### config.mk
export PLATFORM = sky130hd
export DESIGN_NAME = tta_arbiter
export DESIGN_NICKNAME = d
export VERILOG_FILES = /design/src/verilog/tta_fifo.v /design/src/verilog/tta_arbiter.v
export VERILOG_INCLUDE_DIRS = /design/src /design/src/verilog
export SDC_FILE = /design/constraint.sdc
export NUM_CORES = 1
export LEC_CHECK = 0
export BUFFER_PORTS_ARGS = -buffer_cell sky130_fd_sc_hd__buf_2
export CAP_MARGIN = 10
export CORE_MARGIN = 5
export CORE_UTILIZATION = 63
export DETAILED_ROUTE_END_ITERATION = 8
export PLACE_DENSITY_LB_ADDON = 0.25
export REMOVE_ABC_BUFFERS = 1
export SLEW_MARGIN = 20
export SYNTH_ARGS = -nofsm -noshare
export SYNTH_HDL_FRONTEND = slang
export SYNTH_HIERARCHICAL = 1
export SYNTH_SLANG_ARGS = --single-unit
export TNS_END_PERCENT = 1
### constraint.sdc
create_clock -name CLK -period 5.85 [get_ports CLK]
set_input_delay 0 -clock CLK [delete_from_list [all_inputs] [get_ports CLK]]
set_output_delay 0 -clock CLK [all_outputs]
set_load 0.1 [all_outputs]
### src/verilog/tta_map.vh
// constants for the two-thread pipeline arbiter
`ifndef TTA_MAP_VH
`define TTA_MAP_VH
`define TTA_THREADS      2
`define TTA_DISPATCH_MAX 6
`define TTA_ROB_DEPTH    32
`define TTA_ROB_HALF     16
`define TTA_UQ_DEPTH     16
`define TTA_UQ_HALF      8
`define TTA_PTR_RESET    1'b1
`endif

### src/verilog/tta_fifo.v
// parameterised valid/ready fifo
`timescale 1ns/1ps
module tta_fifo #(
  parameter WIDTH = 8,
  parameter DEPTH = 16,
  parameter AW    = 4
) (
  input  wire             clk,
  input  wire             rstn,
  input  wire             in_valid,
  output wire             in_ready,
  input  wire [WIDTH-1:0] in_data,
  output wire             out_valid,
  input  wire             out_ready,
  output wire [WIDTH-1:0] out_data,
  output wire [AW:0]      level
);
  reg [WIDTH-1:0] mem [0:DEPTH-1];
  reg [AW-1:0]    wr_q;
  reg [AW-1:0]    rd_q;
  reg [AW:0]      cnt_q;
  wire            push;
  wire            pop;
  assign in_ready  = (cnt_q != DEPTH[AW:0]);
  assign out_valid = (cnt_q != {(AW+1){1'b0}});
  assign out_data  = mem[rd_q];
  assign level     = cnt_q;
  assign push      = in_valid & in_ready;
  assign pop       = out_valid & out_ready;
  always @(posedge clk)
  begin
    if (push)
      mem[wr_q] <= in_data;
    if (!rstn)
    begin
      wr_q  <= {AW{1'b0}};
      rd_q  <= {AW{1'b0}};
      cnt_q <= {(AW+1){1'b0}};
    end
    else
    begin
      if (push)
        wr_q <= (wr_q == DEPTH[AW-1:0] - 1'b1) ? {AW{1'b0}} : wr_q + 1'b1;
      if (pop)
        rd_q <= (rd_q == DEPTH[AW-1:0] - 1'b1) ? {AW{1'b0}} : rd_q + 1'b1;
      if (push & ~pop)
        cnt_q <= cnt_q + 1'b1;
      else if (pop & ~push)
        cnt_q <= cnt_q - 1'b1;
    end
  end
endmodule // tta_fifo

### src/verilog/tta_arbiter.v
// two-thread pipeline arbiter: fetch, uop queue, dispatch, reorder, retire, commit
`timescale 1ns/1ps
`include "tta_map.vh"
module tta_arbiter #(
  parameter UW = 16
) (
  input  wire          CLK,
  input  wire          RSTN,
  input  wire [1:0]    FETCH_REQ,
  input  wire [1:0]    FETCH_MISS,
  input  wire [1:0]    FILL_RETURN,
  output reg  [1:0]    FETCH_GNT,
  input  wire [1:0]    UOP_VALID,
  input  wire [UW-1:0] UOP_DATA,
  output reg  [1:0]    UOP_READY,
  input  wire [1:0]    RENAME_READY,
  output reg  [1:0]    RENAME_VALID,
  output reg  [UW-1:0] RENAME_DATA,
  input  wire [5:0]    SCHED_READY,
  output reg  [5:0]    DISPATCH,
  output reg  [2:0]    DISPATCH_CNT,
  input  wire [1:0]    ROB_ALLOC,
  input  wire [1:0]    ROB_DONE,
  output reg  [1:0]    ROB_FULL,
  output reg  [1:0]    RETIRE,
  input  wire [1:0]    STORE_PEND,
  output reg  [1:0]    COMMIT
);
  localparam HW = 5;
  // uop queue: one fifo per thread keeps each thread's progress independent
  wire [1:0]    uq_in_ready;
  wire [1:0]    uq_out_valid;
  wire [UW-1:0] uq_out_data [0:1];
  wire [1:0]    uq_pop;
  reg  [1:0]    fetch_stall_q;
  reg           fetch_last_q;
  reg           ren_last_q;
  reg           ret_last_q;
  reg           com_last_q;
  reg  [HW-1:0] rob_cnt_q [0:1];
  wire [1:0]    fetch_can;
  wire [1:0]    fetch_g;
  wire [1:0]    ren_can;
  wire [1:0]    ren_g;
  wire [1:0]    ret_can;
  wire [1:0]    ret_g;
  wire [1:0]    com_g;
  wire [1:0]    rob_take;
  wire [5:0]    disp_d;
  wire [2:0]    disp_cnt_d;

  // two-way round robin; last=1 means thread 1 was granted last
  function [1:0] pick;
    input [1:0] can;
    input       last;
    begin
      if (can == 2'b11)
        pick = last ? 2'b01 : 2'b10;
      else
        pick = can;
    end
  endfunction

  function [2:0] popcnt6;
    input [5:0] v;
    integer k;
    begin
      popcnt6 = 3'h0;
      for (k = 0; k < 6; k = k + 1)
        popcnt6 = popcnt6 + {2'b00, v[k]};
    end
  endfunction

  genvar t;
  generate
    for (t = 0; t < 2; t = t + 1)
    begin : g_thr
      tta_fifo #(
        .WIDTH (UW),
        .DEPTH (`TTA_UQ_HALF),
        .AW    (3)
      ) u_uq (
        .clk       (CLK),
        .rstn      (RSTN),
        .in_valid  (UOP_VALID[t]),
        .in_ready  (uq_in_ready[t]),
        .in_data   (UOP_DATA),
        .out_valid (uq_out_valid[t]),
        .out_ready (uq_pop[t]),
        .out_data  (uq_out_data[t]),
        .level     ()
      );
      // a miss takes the thread out of contention in its own cycle, not one later
      assign fetch_can[t] = FETCH_REQ[t] & ~fetch_stall_q[t] & ~FETCH_MISS[t];
      assign ren_can[t]   = uq_out_valid[t] & RENAME_READY[t];
      assign uq_pop[t]    = ren_g[t];
      assign rob_take[t]  = ROB_ALLOC[t] & (rob_cnt_q[t] < `TTA_ROB_HALF);
      assign ret_can[t]   = ROB_DONE[t] & (rob_cnt_q[t] != {HW{1'b0}});
      always @(posedge CLK)
      begin
        if (!RSTN)
        begin
          fetch_stall_q[t] <= 1'b0;
          rob_cnt_q[t]     <= {HW{1'b0}};
        end
        else
        begin
          // a miss sets the stall; the fill return clears it, miss wins on a tie
          if (FETCH_MISS[t])
            fetch_stall_q[t] <= 1'b1;
          else if (FILL_RETURN[t])
            fetch_stall_q[t] <= 1'b0;
          rob_cnt_q[t] <= rob_cnt_q[t] + {{(HW-1){1'b0}}, rob_take[t]}
                          - {{(HW-1){1'b0}}, ret_g[t]};
        end
      end
    end
  endgenerate

  assign fetch_g = pick(fetch_can, fetch_last_q);
  assign ren_g   = pick(ren_can, ren_last_q);
  assign ret_g   = pick(ret_can, ret_last_q);
  assign com_g   = pick(STORE_PEND, com_last_q);
  // thread-blind: only operand readiness matters, capped at six lanes
  assign disp_d     = SCHED_READY;
  assign disp_cnt_d = popcnt6(SCHED_READY);

  always @(posedge CLK)
  begin
    if (!RSTN)
    begin
      fetch_last_q <= `TTA_PTR_RESET;
      ren_last_q   <= `TTA_PTR_RESET;
      ret_last_q   <= `TTA_PTR_RESET;
      com_last_q   <= `TTA_PTR_RESET;
      FETCH_GNT    <= 2'h0;
      UOP_READY    <= 2'h0;
      RENAME_VALID <= 2'h0;
      RENAME_DATA  <= {UW{1'b0}};
      DISPATCH     <= 6'h00;
      DISPATCH_CNT <= 3'h0;
      ROB_FULL     <= 2'h0;
      RETIRE       <= 2'h0;
      COMMIT       <= 2'h0;
    end
    else
    begin
      if (fetch_can == 2'b11)
        fetch_last_q <= fetch_g[1];
      if (ren_can == 2'b11)
        ren_last_q <= ren_g[1];
      if (ret_can == 2'b11)
        ret_last_q <= ret_g[1];
      if (STORE_PEND == 2'b11)
        com_last_q <= com_g[1];
      FETCH_GNT    <= fetch_g;
      UOP_READY    <= uq_in_ready;
      RENAME_VALID <= ren_g;
      RENAME_DATA  <= ren_g[1] ? uq_out_data[1] : uq_out_data[0];
      DISPATCH     <= disp_d;
      DISPATCH_CNT <= disp_cnt_d;
      ROB_FULL[0]  <= (rob_cnt_q[0] + {{(HW-1){1'b0}}, rob_take[0]}) >= `TTA_ROB_HALF;
      ROB_FULL[1]  <= (rob_cnt_q[1] + {{(HW-1){1'b0}}, rob_take[1]}) >= `TTA_ROB_HALF;
      RETIRE       <= ret_g;
      COMMIT       <= com_g;
    end
  end
endmodule // tta_arbiter

Yosys cells after proc, flatten, opt, wreduce, memory -nomap -nowiden --
Memory sizes are Yosys's and may differ from the RTL's. A register that Yosys moved wholly into a read port is not among the register bits. Cells that the tools add are included.
Word-level totals: word-level logic and storage cells 126, register bits 63, output and inout port bits 37, input port bits 40, memory bits (writable) 266, memories 3
Operators by class: reduce and logical (&&, ||, !) cells 8, add/sub/neg operators 19, bitwise operators 28, eq/ne operators 10, multiplexer cells 33, magnitude comparators 4
Memory list:
- g_thr[0].u_uq.mem | words 8, bits a word 16, rd ports 1, clocked after memory_dff 1, wr ports 1, line tta_fifo.v:18 | reg [WIDTH-1:0] mem [0:DEPTH-1];
- g_thr[1].u_uq.mem | words 8, bits a word 16, rd ports 1, clocked after memory_dff 1, wr ports 1, line tta_fifo.v:18
- rob_cnt_q | words 2, bits a word 5, rd ports 2, clocked after memory_dff 0, wr ports 2, line tta_arbiter.v:40 | reg [HW-1:0] rob_cnt_q [0:1];
Operators with widths (number):
- 3-bit 2-to-1 mux | 8
- 1-bit bitwise AND | 18
- 16-bit 2-to-1 mux | 1
- 2-bit 2-to-1 mux | 8
- 4-bit 2-to-1 mux | 4
- 3-bit by 1-bit adder with 3-bit output, second input constant | 4
- 5-bit by 1-bit adder with 6-bit output | 2
- 3-bit equality test, second input constant | 4
- 6-bit by 5-bit greater-or-equal comparator with 1-bit output, second input constant | 2
- 5-bit by 1-bit adder with 5-bit output | 2
- 5-bit less-than comparator, second input constant | 2
- 1-bit 2-to-1 mux | 10
- 5-bit 2-to-1 mux | 2
- 5-bit nonzero test | 2
- 5-bit by 1-bit subtractor with 5-bit output | 2
- 3-bit by 1-bit adder with 3-bit output | 3
- 4-bit by 1-bit adder with 4-bit output, second input constant | 2
- 2-bit equality test, second input constant | 4
- 4-bit inequality test, second input constant | 2
- 1-bit NOT | 8
- 2-bit nonzero test | 4
- 4-bit nonzero test | 2
- 4-bit by 1-bit subtractor with 4-bit output, second input constant | 2
- 2-bit by 1-bit adder with 3-bit output | 1
- other kinds (2) | 3

Logic depth before layout (Yosys ltp) --
Gate-level depths: netlist of the first run.
depth in word-level cells 8, gate-level depth with buffers 14, gate-level depth less buffers 14

Cells and area by module --
Netlist of the first run, hierarchy kept.
By module, submodules not included:
- tta_fifo | cells each 260, area each 5594.1 µm², sequential area each 4103.9 µm², instances 2
- tta_arbiter | cells each 238, area each 2292.2 µm², sequential area each 1061.0 µm², instances 1

Worst setup path after synthesis of the first run --
OpenSTA, ideal clock, no wires.
kind reg2reg, from register g_thr[0].u_uq.cnt_q[1], to register g_thr[1].u_uq.cnt_q[3], stages on the path, launching flop included 14, required time 5778 ps, arrival time 2801 ps, clock period less this slack 2872 ps, path slack 2978 ps, setup time 72 ps, buffers on the path 1, cells stage by stage dfxtp_1 -> or4_4 -> nand3_1 -> nand3_2 -> clkinv_1 -> buf_2 -> nand2_1 -> ha_1 -> inv_1 -> ha_1 -> a21oi_1 -> a211oi_1 -> a31oi_1 -> mux2i_1
Between the ends: word-level cells in the longest chain between the ends 8, elaborated cells between the ends (all ways) 10, those cells by class eq/ne (1); mux (2); bitwise (5); reduce/logical (2)
Ends and longest elaborated chain:
- start, declared | line tta_fifo.v:21 | reg [AW:0] cnt_q;
- start signal, assigned | line tta_fifo.v:38 | cnt_q <= {(AW+1){1'b0}};
- start signal, assigned | line tta_fifo.v:47 | cnt_q <= cnt_q + 1'b1;
- start signal, assigned | line tta_fifo.v:49 | cnt_q <= cnt_q - 1'b1;
- 4-bit nonzero test (*) | line tta_fifo.v:25 | assign out_valid = (cnt_q != {(AW+1){1'b0}});
- named net uq_out_valid[0] | line tta_arbiter.v:32 | wire [1:0] uq_out_valid;
- 1-bit bitwise AND (*) | line tta_arbiter.v:95 | assign ren_can[t] = uq_out_valid[t] & RENAME_READY[t];
- 2-bit equality test (*) | line tta_arbiter.v:57 | if (can == 2'b11)
- 2-bit 2-to-1 mux (*) | line tta_arbiter.v:57
- named net ren_g[1] | line tta_arbiter.v:44 | wire [1:0] ren_g;
- 1-bit bitwise AND (*) | line tta_fifo.v:29 | assign pop = out_valid & out_ready;
- 1-bit NOT | line tta_fifo.v:46 | if (push & ~pop)
- 1-bit bitwise AND | line tta_fifo.v:46
- 4-bit 2-to-1 mux or 2-bit nonzero test (tied branches)
- end signal, assigned | line tta_fifo.v:38
- end signal, assigned | line tta_fifo.v:47
- end signal, assigned | line tta_fifo.v:49
- end, declared | line tta_fifo.v:21
The timed path passes the listed nets; every way through them passes the cells marked *. A chain may end at the register's enable or synchronous reset.

Worst setup path after layout of the first run --
from register g_thr[1].u_uq.cnt_q[1], to register g_thr[1].u_uq.cnt_q[3]
Between the ends: word-level cells in the longest chain between the ends 8, elaborated cells between the ends (all ways) 16, those cells by class add/sub (2); eq/ne (2); mux (3); bitwise (7); reduce/logical (2)
Ends and longest elaborated chain (line):
- 4-bit nonzero test (*) | tta_fifo.v:25
- named net uq_out_valid[1] | tta_arbiter.v:32
- 1-bit bitwise AND | tta_arbiter.v:95
- 2-bit equality test | tta_arbiter.v:57
- 2-bit 2-to-1 mux | tta_arbiter.v:57
- 1-bit bitwise AND (*) | tta_fifo.v:29
- 1-bit NOT | tta_fifo.v:46
- 1-bit bitwise AND | tta_fifo.v:46
- 4-bit 2-to-1 mux or 2-bit nonzero test (tied branches)
The timed path passes the listed nets; every way through them passes the cells marked *. The select of a mux whose other input is x is not followed.

==> impl.org, run 1 <==
** Outcome
- The flow ran to the end, and the final reports show no timing, DRC or antenna violations.

** Worst setup path
- Traced cell by cell, the critical path runs through or4_4 -> nand3_2 -> clkinv_1 -> nand2_1 -> ha_1 -> inv_1 -> ha_1 -> a21oi_1 -> a211oi_1 -> a31oi_1 -> mux2i_1.
- For the worst setup path, the data required time is roughly 6.3 ns.
- The worst setup path is launched from a flop.
- For the worst flop-to-flop path, the logic depth is 11.
- In this run the critical register-to-register path is launched from g_thr[1].u_uq/level[1]$_SDFFE_PN0P_.
- Sum of buffers and inverters on the critical path :: 2
- Critical Path Most Common Cell :: sky130_fd_sc_hd__ha_1
- Crit-path max FO :: 20
- Family with the most delay on the worst path :: simple AND/OR/NAND/NOR gates
- Following the worst setup path forward leads to its endpoint at g_thr[1].u_uq/level[3]$_SDFFE_PN0P_.
- The worst setup path is of the reg -> reg kind.
- Setup slack on the worst reg-to-reg path comes out at roughly 2.2 ns.
- Crit path max-delay cell type :: sky130_fd_sc_hd__clkinv_1
- The critical path runs through a total of 11 cells.
- Maximum single-stage delay on the critical path :: between 0.6 and 0.7 ns
- Tracing the worst setup path back leads to its startpoint at g_thr[1].u_uq/level[1]$_SDFFE_PN0P_.
- The worst setup path is captured at a flop.
- Worst r2r dst :: g_thr[1].u_uq/level[3]$_SDFFE_PN0P_
- Critical Path AT :: around 4.1 ns

** STA
- After routing, the total negative slack on setup checks comes to 0 ns.
- Final period util :: between 60% and 70%
- The worst pin sits at a relative slew slack of 30.1%.
- The total count of max-transition violations in the final report is 0.
- For the pin with the worst max-slew slack, the measured transition is ~1.0 ns.
- Total of endpoints with negative setup slack in the final report :: 0
- Post-Route Skew :: around 0.0085 ns
- Setup repair after global routing left no endpoint under its margin.
- Achievable frequency :: 0.271 GHz
- Final Hold Slack :: 0.0395 ns
- Post-route minimum period :: 3.69 ns
- The final hold violation count was 0.

** Power
- Across the VDD grid, the largest voltage drop is slightly above 0.4 mV.
- In this run, the combinational gates consume about a quarter of the power.
- The analysis attributes to cell leakage a power of about 5.7 nW.
- Internal power :: approximately 4.8 mW
- In this run the power spent charging and discharging nets is about 2.2 mW.
- Overall power consumption after layout is estimated at roughly 7 mW.
- Proportion of total power due to net switching :: between 30% and 40%
- In this run, the clock network consumes between 30% and 40% of the power.
- Fraction of power consumed by sequential logic :: 42.5%
- Power spread over the standard cell area amounts to 442 nW/um^2.

** Routing
- Average wire length per cell after detail routing :: between 20 and 25 microns
- After detailed routing, the total wire length is 26300 microns.
- Post-route DRC violation count :: 0
- DR pass1 iterations :: 5
- The count of nets left with antenna violations once routing finished came out at 0.
- Dividing the detail-routed via count by the number of cells gives 5.91.
- Overall via count from detail_route :: roughly 7000
- DRC marker count from the first detailed-route iteration :: 430

** Worst hold path
- Worst hold-check path type :: in -> reg

** Floorplan
- Die outline area :: 24400 sq um
- In this run the horizontal extent of the chip is between 150 and 200 microns.
- The region available for standard cell placement spans 21000 sq um.
- Measured along the y axis, the die boundary spans around 160 microns.
- During I/O placement, the number of pins put on the boundary was 77.
- Number of placement rows :: 53
- Once the floorplan was initialized, standard cells occupied roughly 64% of the core.

** Clock network
- CTS Buf Count :: 34
- CTS saw 335 sinks.
- Once the clock tree was built, the resizer swapped 0 gates to a different size.
- CTS Hold Buffers Added :: 41
- TritonCTS built the clock tree.
- # H-tree levels :: 2
- Clk_lat worst skew :: around 0.5 ns
- Setup bufs post-CTS :: 0
- After clock tree synthesis, the clock-pin slew on the worst setup and hold paths is 0.06 ns.
- Clock tree synthesis selected as its root buffer the cell sky130_fd_sc_hd__clkbuf_16.
- The clock passes through at most 3 buffers.

** Final layout
- After routing the design area is between 15000 and 20000 sq um.
- For this run, the post-layout net count is 977.
- The finished layout holds 1198 standard cells, fillers aside.
- Relative to the synthesized area, the layout overhead comes to 17.0%.
- Cells with a size suffix above 1 make up between 20% and 30% of the layout.
- Number of antenna diodes :: 0

** Logic synthesis
- Synthesis warning total :: 6
- After synthesis, the share of flip-flops with an asynchronous set or reset is 0%.
- The synthesized netlist occupies a cell area of approximately 13000 sq um.
- By area the synthesized netlist is led by sky130_fd_sc_hd__edfxtp_1 57%, sky130_fd_sc_hd__dfxtp_1 12%, sky130_fd_sc_hd__mux4_1 11%.
- Number of distinct standard cells referenced by the synthesized netlist :: 48
- Dominant register cell in the synthesized netlist :: sky130_fd_sc_hd__edfxtp_1
- Sequential elements use about 69% of the synthesized area.
- Top cell type's share of synthesized area :: between 50 and 60%
- Number of storage elements in the synthesis netlist :: around 340
- The average instance in the mapped netlist occupies roughly 18 sq um.
- Most area-hungry cell type in the Yosys netlist :: sky130_fd_sc_hd__edfxtp_1
- Synthesis produced a netlist whose cell count is 758.
- Counting flops with a built-in enable in the synthesized netlist gives ~260.

** GRT
- Global routing used between 20% and 30% of the available tracks.
- Leftover overflow at the end of global routing :: 0
- The first global-routing pass estimated approximately 41000 microns of wire.
- The number of global-route vias before repair came to 7541.
- Entering global routing, the biggest net connects between 70 and 80 pins.
- Antenna violations before repair :: 0

** Placed design
- Once placement completed, the tool counted placed cells totaling approximately 1100.
- In this run the tool buffered the top-level ports with 76 buffer cells.
- Summing all placed instances gives a cell area of around 14000 sq um.
- The wire-length estimate of the detail-placed layout is 15300 microns.
- The congestion estimate from routability-driven global placement came to roughly 0.79.

** Run
- Max-cap violations in this run came to 0.
## per-layer routing
layer	wire, microns	GRT usage [%]
met5	0	0
met4	473	5.95
met3	1560	4.40
met2	13800	38.8
met1	10500	29.3
## area by class of cell
| cell class | instances | area (sq um) |
|---|---|---|
| Clock buffer | 55 | 1070 |
| Clock inverter | 7 | 58.8 |
| Fill cell | 1136 | 5250 |
| Inverter | 26 | 97.6 |
| Multi-Input combinational cell | 368 | 4030 |
| Sequential cell | 335 | 9270 |
| Tap cell | 275 | 344 |
| Timing Repair Buffer | 132 | 903 |
## synth_stat cells, types with 3 or more instances
| cell type | count |
|---|---|
| sky130_fd_sc_hd__edfxtp_1 | 256 |
| sky130_fd_sc_hd__dfxtp_1 | 79 |
| sky130_fd_sc_hd__nand2_1 | 64 |
| sky130_fd_sc_hd__mux4_1 | 56 |
| sky130_fd_sc_hd__ha_1 | 33 |
| sky130_fd_sc_hd__mux2_2 | 32 |
| sky130_fd_sc_hd__a21boi_0 | 29 |
| sky130_fd_sc_hd__and2_1 | 26 |
| sky130_fd_sc_hd__inv_1 | 23 |
| sky130_fd_sc_hd__a21oi_1 | 12 |
| sky130_fd_sc_hd__buf_1 | 9 |
| sky130_fd_sc_hd__clkbuf_1 | 9 |
| sky130_fd_sc_hd__nor2b_1 | 9 |
| sky130_fd_sc_hd__buf_6 | 8 |
| sky130_fd_sc_hd__mux4_2 | 8 |
| sky130_fd_sc_hd__nand2b_1 | 8 |
| sky130_fd_sc_hd__nor2_1 | 8 |
| sky130_fd_sc_hd__nor3_1 | 8 |
| sky130_fd_sc_hd__fa_1 | 7 |
| sky130_fd_sc_hd__nand3_1 | 7 |
| sky130_fd_sc_hd__o21ai_0 | 5 |
| sky130_fd_sc_hd__or3_1 | 5 |
| sky130_fd_sc_hd__xnor2_1 | 5 |
| sky130_fd_sc_hd__xor2_1 | 5 |
| sky130_fd_sc_hd__a31oi_1 | 4 |
| sky130_fd_sc_hd__mux2i_1 | 4 |
| sky130_fd_sc_hd__and3_1 | 3 |
| sky130_fd_sc_hd__o21a_1 | 3 |
| sky130_fd_sc_hd__or4b_4 | 3 |
## per-stage QoR
step / util (%) / setup WS, ns
CTS: 75.0 / 2.12
finish: 75.0 / 2.16
global placement: 67.7 / 2.28
global route: 75.0 / 1.86
detailed placement: 67.7 / 2.15
floorplan: - / 2.89
## cells by family (layout without fill, tap and decap cells)
group                      Yosys count  after routing  share of synthesized area, %
DFF                                335            335                          68.8
adders and majority gates           40             40                          4.10
buffers and inverters               55            220                          2.00
and+or+nand+nor                    156            156                          6.12
xor gates and xnor gates            10             10                         0.650
muxes                              100            100                          15.2
AOI/OAI and AO/OA                   62             62                          3.15
## worst min path at each step
stage | start | endpoint | slack [ns] | depth (start not counted)
floorplan | RSTN | ren_last_q$_SDFFE_PN1P_ | 0.06 | 1
global placement | STORE_PEND[0] | COMMIT[1]$_SDFF_PN0_ | 0.21 | 2
detailed placement | STORE_PEND[0] | COMMIT[1]$_SDFF_PN0_ | 0.22 | 2
CTS | RENAME_READY[1] | RENAME_VALID[0]$_SDFF_PN0_ | 0.01 | 4
global route | RENAME_READY[1] | RENAME_VALID[0]$_SDFF_PN0_ | 0.05 | 4
finish | RENAME_READY[1] | RENAME_VALID[0]$_SDFF_PN0_ | 0.04 | 4
## sequential cells by signal (all words and copies together), names as in the netlist, 3 cells and up, named ones only
name              count
DISPATCH              6
g_thr.u_uq/wr_q       6
g_thr.u_uq/level      8
RENAME_DATA          16
rob_cnt_q            10
g_thr.u_uq/mem      256
g_thr.u_uq/rd_q       6
DISPATCH_CNT          3
## power by group through the flow
stage                     sequential [mW]  clock [mW]  combinational (mW)
after global routing                 2.99        2.30                2.02
after detailed placement             3.01           0                1.83
after global placement               2.99           0                1.74
after CTS                            2.97        2.19                1.87
after floorplan                      3.43           0               0.958
final                                2.97        2.15                1.86
## layout by cell type (no fill, tap or decap), types with 9 or more instances in the layout
cell type                       count
sky130_fd_sc_hd__buf_4             15
sky130_fd_sc_hd__and2_1            26
sky130_fd_sc_hd__dfxtp_1           78
sky130_fd_sc_hd__nor2b_1            9
sky130_fd_sc_hd__ha_1              33
sky130_fd_sc_hd__clkbuf_16         37
sky130_fd_sc_hd__clkbuf_1          10
sky130_fd_sc_hd__mux4_1            56
sky130_fd_sc_hd__nand2_1           64
sky130_fd_sc_hd__buf_2             76
sky130_fd_sc_hd__a21boi_0          29
sky130_fd_sc_hd__mux2_2            32
sky130_fd_sc_hd__edfxtp_1         256
sky130_fd_sc_hd__a21oi_1           12
sky130_fd_sc_hd__dlygate4sd3_1     41
sky130_fd_sc_hd__inv_1             23
## worst min-delay path: cells and delay by family
kind | cells | cell delay, ns
buffers and inverters | 1 | 0.12
AOI/OAI and AO/OA | 1 | 0.19
and+or+nand+nor | 2 | 0.20
Power figures use the tool's default switching activity.
==> run 2: changes to the inputs <==
- ABC_AREA: unset -> 1
- CORE_UTILIZATION: 63 -> 61
- clock period: 5.85 -> 3.7 ns (I/O delays scaled with it)
==> run 2 against run 1 <==
Against the previous run: clock-buffer cell count shrank 6; sequential power up 59%; combinational power up 120%; critical path depth up 3; die area rose by 6.4%; non-clock buffer count increased by 7; fmax grew 25%; largest cell class unchanged.
==> impl.org, run 2 <==
** Worst setup path
- Critical path class :: reg -> reg
- Data on the critical path is required at its endpoint by between 4 and 5 ns.
- The worst setup path is launched from a flop.
- Along the worst path, the maximum fanout reaches 18.
- Setup crit end kind :: flop
- Data on the critical path arrives at its endpoint at 3.34 ns.

** Logic synthesis
- Among all flip-flop cells after synthesis, the most frequent one is sky130_fd_sc_hd__edfxtp_1.
- Post-synth EDFFs :: 256
- Cell with the most instances after synthesis :: sky130_fd_sc_hd__nor2_1
- Top cell type's share of synthesized area :: 55.1%
- The synthesized design contains between 300 and 400 register bits.
- Counting distinct cell types in the post-synthesis netlist gives 34.
- Main area contributors after synthesis :: sky130_fd_sc_hd__edfxtp_1 55%, sky130_fd_sc_hd__dfxtp_1 11%, sky130_fd_sc_hd__nor2_1 8.9%
- The synthesized design spends more area on one cell type than any other, namely sky130_fd_sc_hd__edfxtp_1.
- A synthesized cell averages 10.5 sq um.
- In the synthesized netlist, the cells that appear most often are 329 x sky130_fd_sc_hd__nor2_1, 267 x sky130_fd_sc_hd__nand2_1, 256 x sky130_fd_sc_hd__edfxtp_1.
- Synthesis warning total :: 6
- Post-synthesis async set-or-reset flop share :: 0%
- Sequential-to-total area share from yosys stat :: between 60% and 70%
- Instance count of the mapped netlist :: about 1300
- In this run the cell area of the synthesized design comes to 14000 sq um.

** Outcome
- The flow ran to the end, and the final reports show no timing, DRC or antenna violations.

** STA
- Setup repair after global routing missed its margin :: false
- Slew Limit Headroom :: a little under a third
- Based on the critical path, the design can be clocked at up to 0.340 GHz.
- Post-Route Setup TNS :: 0 ns
- Total of endpoints with negative setup slack in the final report :: 0
- The total count of max-transition violations in the final report came to 0.
- Count of endpoints failing hold in the final timing report :: 0
- The final critical path takes up between 70% and 80% of the cycle.
- Post-Route Skew :: 0.0160 ns
- At the pin with the least slew margin, the transition time is between 1 and 1.5 ns.
- The worst path needs between 2 and 3 ns of the cycle, external delays included.

** Final layout
- Sequential cell area :: roughly 9300 sq um
- Share of post-route cells with drive strength above 1 :: 11.3%
- Number of antenna diodes :: 0
- Fill cell instance count of the final layout :: 1631
- Area Growth Syn to Fin :: 15.0%
- Area occupied by multi-input gates :: approximately 4000 sq um
- The final layout contains roughly 1500 nets.
- Most frequent standard cell in the layout excluding fill and tap cells :: sky130_fd_sc_hd__nor2_1
- Counting flops per register, the top entry is g_thr.u_uq/mem.
- Number of flip-flops in the largest register :: between 200 and 300
- The top cell types in the final layout, fill and taps aside, are 329 x sky130_fd_sc_hd__nor2_1, 267 x sky130_fd_sc_hd__nand2_1, 256 x sky130_fd_sc_hd__edfxtp_1, 97 x sky130_fd_sc_hd__o21ai_1, 77 x sky130_fd_sc_hd__dfxtp_1.
- In the final layout, the registers with the most flip-flops are g_thr.u_uq/mem x256, RENAME_DATA x16, rob_cnt_q x10.

** Clock network
- # H-tree levels :: 2
- TritonCTS built the clock tree.
- Sinks on the clock net :: about 340
- Clk_lat worst skew :: 0.51 ns
- In this run, CTS created clock tree buffers numbering 35.
- Root buf cell :: sky130_fd_sc_hd__clkbuf_16
- No sink is reached through more buffers than the 3 on the longest clock path.
- Setup bufs post-CTS :: 0
- After clock tree synthesis, the clock-pin slew on the worst setup and hold paths is 0.06 ns.

** Power
- VDD sags by at most around 0.6 mV.
- Cell Pwr Density :: between 700 and 800 nW/um^2
- Total Power :: approximately 12 mW
- Static power due to leakage :: between 6 and 7 nW

** GRT
- The number of antenna violations at the first check in global routing came to 0.
- Pin count of the biggest net entering global routing :: 65
- The first global-routing pass estimated about 47000 microns of wire.
- Global routing used 22.9% of the available tracks across all layers.
- The number of global-route vias before repair came to approximately 9400.
- Global routing finished with a remaining overflow of 0.

** Routing
- DRC marker count from the first detailed-route iteration :: 783
- Summing over every cut layer, the via total after detailed routing is 9514.
- Drt via density :: between 5 and 6
- Antenna Violating Nets Remaining :: 0
- In the final routed layout, each cell accounts on average for about 17 microns.
- Summed over all layers, the routed wires come to 29700 microns.
- The first TritonRoute pass finished after 5 iterations.
- After detailed routing, the number of remaining DRC violations is 0.

** Worst hold path
- Worst hold-check path type :: in -> reg

** Floorplan
- Horizontal extent of the die :: 161 microns
- Row generation in the floorplan step produced 55 rows.
- I/O pin total :: 77
- Floorplan die height :: ~160 microns
- The floorplan step defined a die boundary enclosing between 20000 and 30000 sq um.
- Initial standard-cell utilization of the core :: between 60 and 70%
- The core region is around 23000 sq um.

** Placed design
- In this run the tool buffered the top-level ports with 76 buffer cells.
- Detailed placement HPWL :: around 17000 microns
- The congestion estimate from routability-driven global placement came to around 0.84.

** Run
- Across the run, the number of max-cap violations was 0.
-- run 2: where the power goes --
part           switching [mW]  total [mW]  leakage, nW  internal, mW
Sequential              0.226        4.73         2.98          4.50
Combinational            3.01        4.18         3.10          1.17
Clock                    1.36        3.52        0.570          2.17
-- run 2: cell type report --
class	count	area share, %
Tap cell	285	2.22
Multi-Input combinational cell	859	24.8
Clock buffer	49	6.24
Timing Repair Buffer	139	5.97
Inverter	85	1.99
Sequential cell	335	57.8
Clock inverter	14	1.06
-- run 2: cell families (layout without fill, tap and decap cells) --
| family | Yosys count | in the layout | synth area share [%] |
|---|---|---|---|
| compound gates | 184 | 184 | 6.74 |
| xor+xnor | 5 | 5 | 0.314 |
| fa+ha+maj | 40 | 40 | 3.96 |
| buf+inv | 138 | 287 | 5.11 |
| flops | 335 | 335 | 66.4 |
| simple gates | 630 | 630 | 17.4 |
-- run 2: layer usage --
metal	vias to the layer above	wire (microns)	track usage, %
li1	4651	-	-
met1	4473	12200	30.3
met2	336	14800	40.3
met3	54	2030	3.37
met4	0	631	6.01
met5	-	0	0
-- run 2: path summary, 6_finish.rpt --
path | start | end | slack, ns | depth (start not counted)
setup / recovery | g_thr[0].u_uq/level[1]$_SDFFE_PN0P_ | g_thr[1].u_uq/level[3]$_SDFFE_PN0P_ | 0.76 | 14
hold / removal | RSTN | com_last_q$_SDFFE_PN1P_ | 0.02 | 3
hold reg to reg | com_last_q$_SDFFE_PN1P_ | COMMIT[0]$_SDFF_PN0_ | 0.49 | 2
setup reg to reg | g_thr[0].u_uq/level[1]$_SDFFE_PN0P_ | g_thr[1].u_uq/level[3]$_SDFFE_PN0P_ | 0.76 | 14
-- run 2: metrics by stage --
step	hold WS, ns	cell area (sq um)	setup slack (ns)	utilization [%]	cells
final	0.0246	16100	0.757	71.1	1766
after global routing	0.0361	16100	0.526	71.1	1766
after CTS	0.0111	16000	0.784	71.1	1766
after detailed placement	0.198	14500	0.810	64.0	1661
after global placement	0.200	14500	0.989	64.0	1661
after floorplan	0.0688	13600	0.592	-	1279
-- run 2: what timing repair did --
action	4_1_cts	5_1_grt
hold buffers	42	0
resized for setup	0	0
endpoints found under the hold margin	286	0
-- run 2: worst max-delay path, stage by stage (launching register included) --
cell                      delay (ns)
sky130_fd_sc_hd__dfxtp_1        0.41
sky130_fd_sc_hd__nor2_1         0.10
sky130_fd_sc_hd__nand3_1        0.12
sky130_fd_sc_hd__nand2_2        0.10
sky130_fd_sc_hd__o21ai_4        0.44
sky130_fd_sc_hd__inv_2          0.29
sky130_fd_sc_hd__nand2_1        0.25
sky130_fd_sc_hd__ha_1           0.20
sky130_fd_sc_hd__inv_1          0.10
sky130_fd_sc_hd__ha_1           0.32
sky130_fd_sc_hd__or2_1          0.25
sky130_fd_sc_hd__nand3_1        0.09
sky130_fd_sc_hd__nand3_1        0.07
sky130_fd_sc_hd__nand2_1        0.06
sky130_fd_sc_hd__inv_1          0.03
==> run 3: changes to the inputs <==
- ABC_AREA: 1 -> 0
- CORE_UTILIZATION: 61 -> 55
- clock period: 3.7 -> 2.4 ns (I/O delays scaled with it)
==> run 3 against run 2 <==
Against the previous run: the run now ends with negative setup slack left; non-clock buffer count rose by 46; sequential cell count did not move; combinational power rose by 33%; die area rose by 6.7%; final area rose by 2.5%; sequential power rose by 49%; clock power rose by 63%; critical path depth did not move; routed wire length fell by 8.7%; largest cell class unchanged; highest routed layer unchanged.
==> impl.org, run 3 (synthesis results as in run 1) <==
** GRT
- Wire length of the first global-routing pass :: ~43000 microns
- Vias in the first global route :: around 7900
- After global routing the overflow that remains totals 0.
- The number of antenna violations at the first check in global routing is 0.
- Overall track demand over capacity in global routing :: between 10% and 20%
- Entering global routing, the biggest net connects 42 pins.

** Floorplan
- From bottom edge to top edge, the die measures approximately 170 microns.
- Number of placement rows :: 57
- slightly below 80 I/O pins were placed.
- Initial standard-cell utilization of the core :: 55.6%
- The die covers about 28000 sq um.
- Horizontal extent of the die :: about 170 microns
- Area of the core :: 24200 sq um

** Final layout
- Fill cells in the final layout number around 1600.
- Net count reported at finish :: 1030
- Leaving out fill and tap cells, the most frequent cell in the layout is sky130_fd_sc_hd__edfxtp_1.
- Sequential cell area :: 9270 sq um
- The post-route netlist has roughly 30% of its cells at a drive strength greater than 1.
- g_thr.u_uq/mem holds more flip-flops than any other register.
- Most used cells in the layout excluding fill and tap cells :: 256 x sky130_fd_sc_hd__edfxtp_1, 76 x sky130_fd_sc_hd__buf_2, 75 x sky130_fd_sc_hd__dfxtp_1, 64 x sky130_fd_sc_hd__buf_4, 61 x sky130_fd_sc_hd__nand2_1
- Area occupied by multi-input gates :: 4090 sq um
- The area growth from synthesis to layout is 22.1%.
- Biggest registers after layout :: g_thr.u_uq/mem x256, RENAME_DATA x16, rob_cnt_q x10
- Number of flip-flops in the largest register :: 256
- Number of antenna diodes :: 0

** Run
- Number of max-cap violations :: 0

** Power
- IR analysis of the VDD net gives a maximum drop of 0.719 mV.
- Static power due to leakage :: 6.06 nW
- Cell Pwr Density :: about 1100 nW/um^2

** Worst setup path
- For this run, the slowest stage of the critical path takes between 0.4 and 0.5 ns.
- By startpoint and endpoint, the worst setup path is classified as reg -> reg.
- The worst setup path is launched from a flop.
- The kind of cell with the highest combined delay along the critical path is simple AND/OR/NAND/NOR gates.
- Data arrives at the worst endpoint at 3.14 ns.
- Of all nets on the critical path, the largest fanout is 2.
- Cell chain of the critical path :: inv_2 -> ha_4 -> or4b_4 -> and2_4 -> o21a_1 -> ha_1 -> inv_1 -> ha_2 -> inv_2 -> fa_2 -> nand2b_4 -> a21oi_2 -> or3_1 -> a21boi_1
- On the critical path, the stage with the largest delay is an instance of sky130_fd_sc_hd__or4b_4.
- Sum of buffers and inverters on the critical path :: 3
- The worst setup path is captured at a flop.
- Critical Path Most Common Cell :: sky130_fd_sc_hd__inv_2
- STA puts the critical path data required time at 2.78 ns.

** STA
- Counting I/O delays and the setup requirement, the final critical path takes 2.76 ns.
- In the post-route analysis, the smallest setup slack over all paths is -0.363 ns.
- Derived from the worst setup path, the maximum achievable clock frequency is about 0.36 GHz.
- Post-Route Skew :: roughly 0.0079 ns
- Final period util :: 115%
- Summed over all failing endpoints, the final setup total negative slack is -2.06 ns.
- Total of endpoints with negative setup slack in the final report :: 12
- Setup repair after global routing missed its margin :: true
- The total count of max-transition violations in the final report is 0.
- Final Hold Slack :: roughly 0.14 ns
- For the pin with the worst max-slew slack, the measured transition is 0.714 ns.
- Count of endpoints failing hold in the final timing report :: 0
- Headroom to the max-slew limit came out at between 50% and 60%.

** Routing
- DRC marker count from the first detailed-route iteration :: between 500 and 600
- Across all layers, the routed design uses around 7400 vias.
- Aggregate routed wire length :: roughly 27000 microns
- Antenna Violating Nets Remaining :: 0
- In the routed design, unresolved DRC markers number 0.
- After detailed routing, the number of vias per cell comes to between 5 and 6.
- DR pass1 iterations :: 5
- Average wire length per cell after detail routing :: 20.9 microns

** Clock network
- At the later pin of the worst-skew pair, clock insertion delay measures 0.49 ns.
- CTS clock-pin slew for the worst setup and hold paths :: ~0.060 ns
- Buffers inserted during clock tree synthesis total 34.
- Longest Clk Path Bufs :: 3
- TritonCTS built the clock tree.
- For this design, the sink count on the clock tree is 335.
- The tree is rooted in a sky130_fd_sc_hd__clkbuf_16.
- # H-tree levels :: 2

** Placed design
- Port Buf Inserts :: 76
- Routability-driven placement finished with a final weighted congestion of ~0.76.
- After legalization and detailed placement, the total HPWL measured ~16000 microns.

** Outcome
- Failing checks :: negative setup slack
- Outcome :: finished, violations left

** Worst hold path
- The worst hold path belongs to the class in -> reg.
-- run 3: cell types whose count changed in the layout (fill, tap and decap cells not counted), moves of 24 or more --
cell,change
sky130_fd_sc_hd__and2_1,+24
sky130_fd_sc_hd__mux2_2,+32
sky130_fd_sc_hd__nor2_1,-321
sky130_fd_sc_hd__o21ai_1,-95
sky130_fd_sc_hd__inv_1,-55
sky130_fd_sc_hd__a21oi_1,-29
sky130_fd_sc_hd__buf_4,+43
sky130_fd_sc_hd__mux4_1,+56
sky130_fd_sc_hd__o21ai_0,-43
sky130_fd_sc_hd__nand2_1,-206
sky130_fd_sc_hd__a21boi_0,+28
-- run 3: worst min-delay path, stage by stage --
cell                      delay [ns]
sky130_fd_sc_hd__buf_2          0.12
sky130_fd_sc_hd__nand2_1        0.07
sky130_fd_sc_hd__o211a_1        0.17
sky130_fd_sc_hd__buf_4          0.13
sky130_fd_sc_hd__and2_1         0.11
-- run 3: stage by stage --
step | util [%] | setup slack, ns | cell area [sq um] | std cells | power, mW
3_3_place_gp | 60.4 | -0.349 | 14600 | 1190 | 12.1
2_1_floorplan | - | -0.565 | 13300 | 729 | 10.7
5_1_grt | 67.9 | -0.466 | 16500 | 1299 | 19.3
3_5_place_dp | 60.4 | -0.501 | 14600 | 1190 | 12.4
6_report | 67.9 | -0.363 | 16500 | 1299 | 18.4
4_1_cts | 67.6 | -0.353 | 16400 | 1296 | 18.4
-- run 3: final timing paths --
path | from | endpoint | depth (start not counted) | slack, ns
worst max-delay path | rob_cnt_q[0][3]$_SDFF_PN0_ | rob_cnt_q[0][4]$_SDFF_PN0_ | 14 | -0.36
worst min-delay path | RENAME_READY[1] | RENAME_VALID[0]$_SDFF_PN0_ | 5 | 0.14
worst max register to register | rob_cnt_q[0][3]$_SDFF_PN0_ | rob_cnt_q[0][4]$_SDFF_PN0_ | 14 | -0.36
worst min register to register | com_last_q$_SDFFE_PN1P_ | COMMIT[0]$_SDFF_PN0_ | 2 | 0.48
-- run 3: layout make-up --
type	instances	area share, %
well taps	324	2.46
repair buffers	185	8.10
inverters	26	0.608
clock inverters	18	1.67
multi-input cells	368	24.9
flip-flops and latches	335	56.4
clock buffers	43	5.93
-- run 3: repair_timing --
action	4_1_cts	5_1_grt
pin swaps	10	9
hold buffers	42	0
cloned	0	0
resized for setup	24	11
endpoints found under the setup margin	14	14
setup buffers	3	3
hold endpoints to repair	283	0
-- run 3: power breakdown --
group	internal, mW	total (mW)	switching (mW)
Combinational	2.34	5.57	3.23
Sequential	6.81	7.07	0.261
Clock	3.64	5.74	2.10
-- run 3: per-layer routing --
| layer | vias up | global-route usage (%) | wire, microns |
|---|---|---|---|
| li1 | 3348 | - | - |
| met1 | 3745 | 25.6 | 11100 |
| met2 | 209 | 34.5 | 14100 |
| met3 | 54 | 3.11 | 1390 |
| met4 | 0 | 5.87 | 606 |
| met5 | - | 0 | 0 |
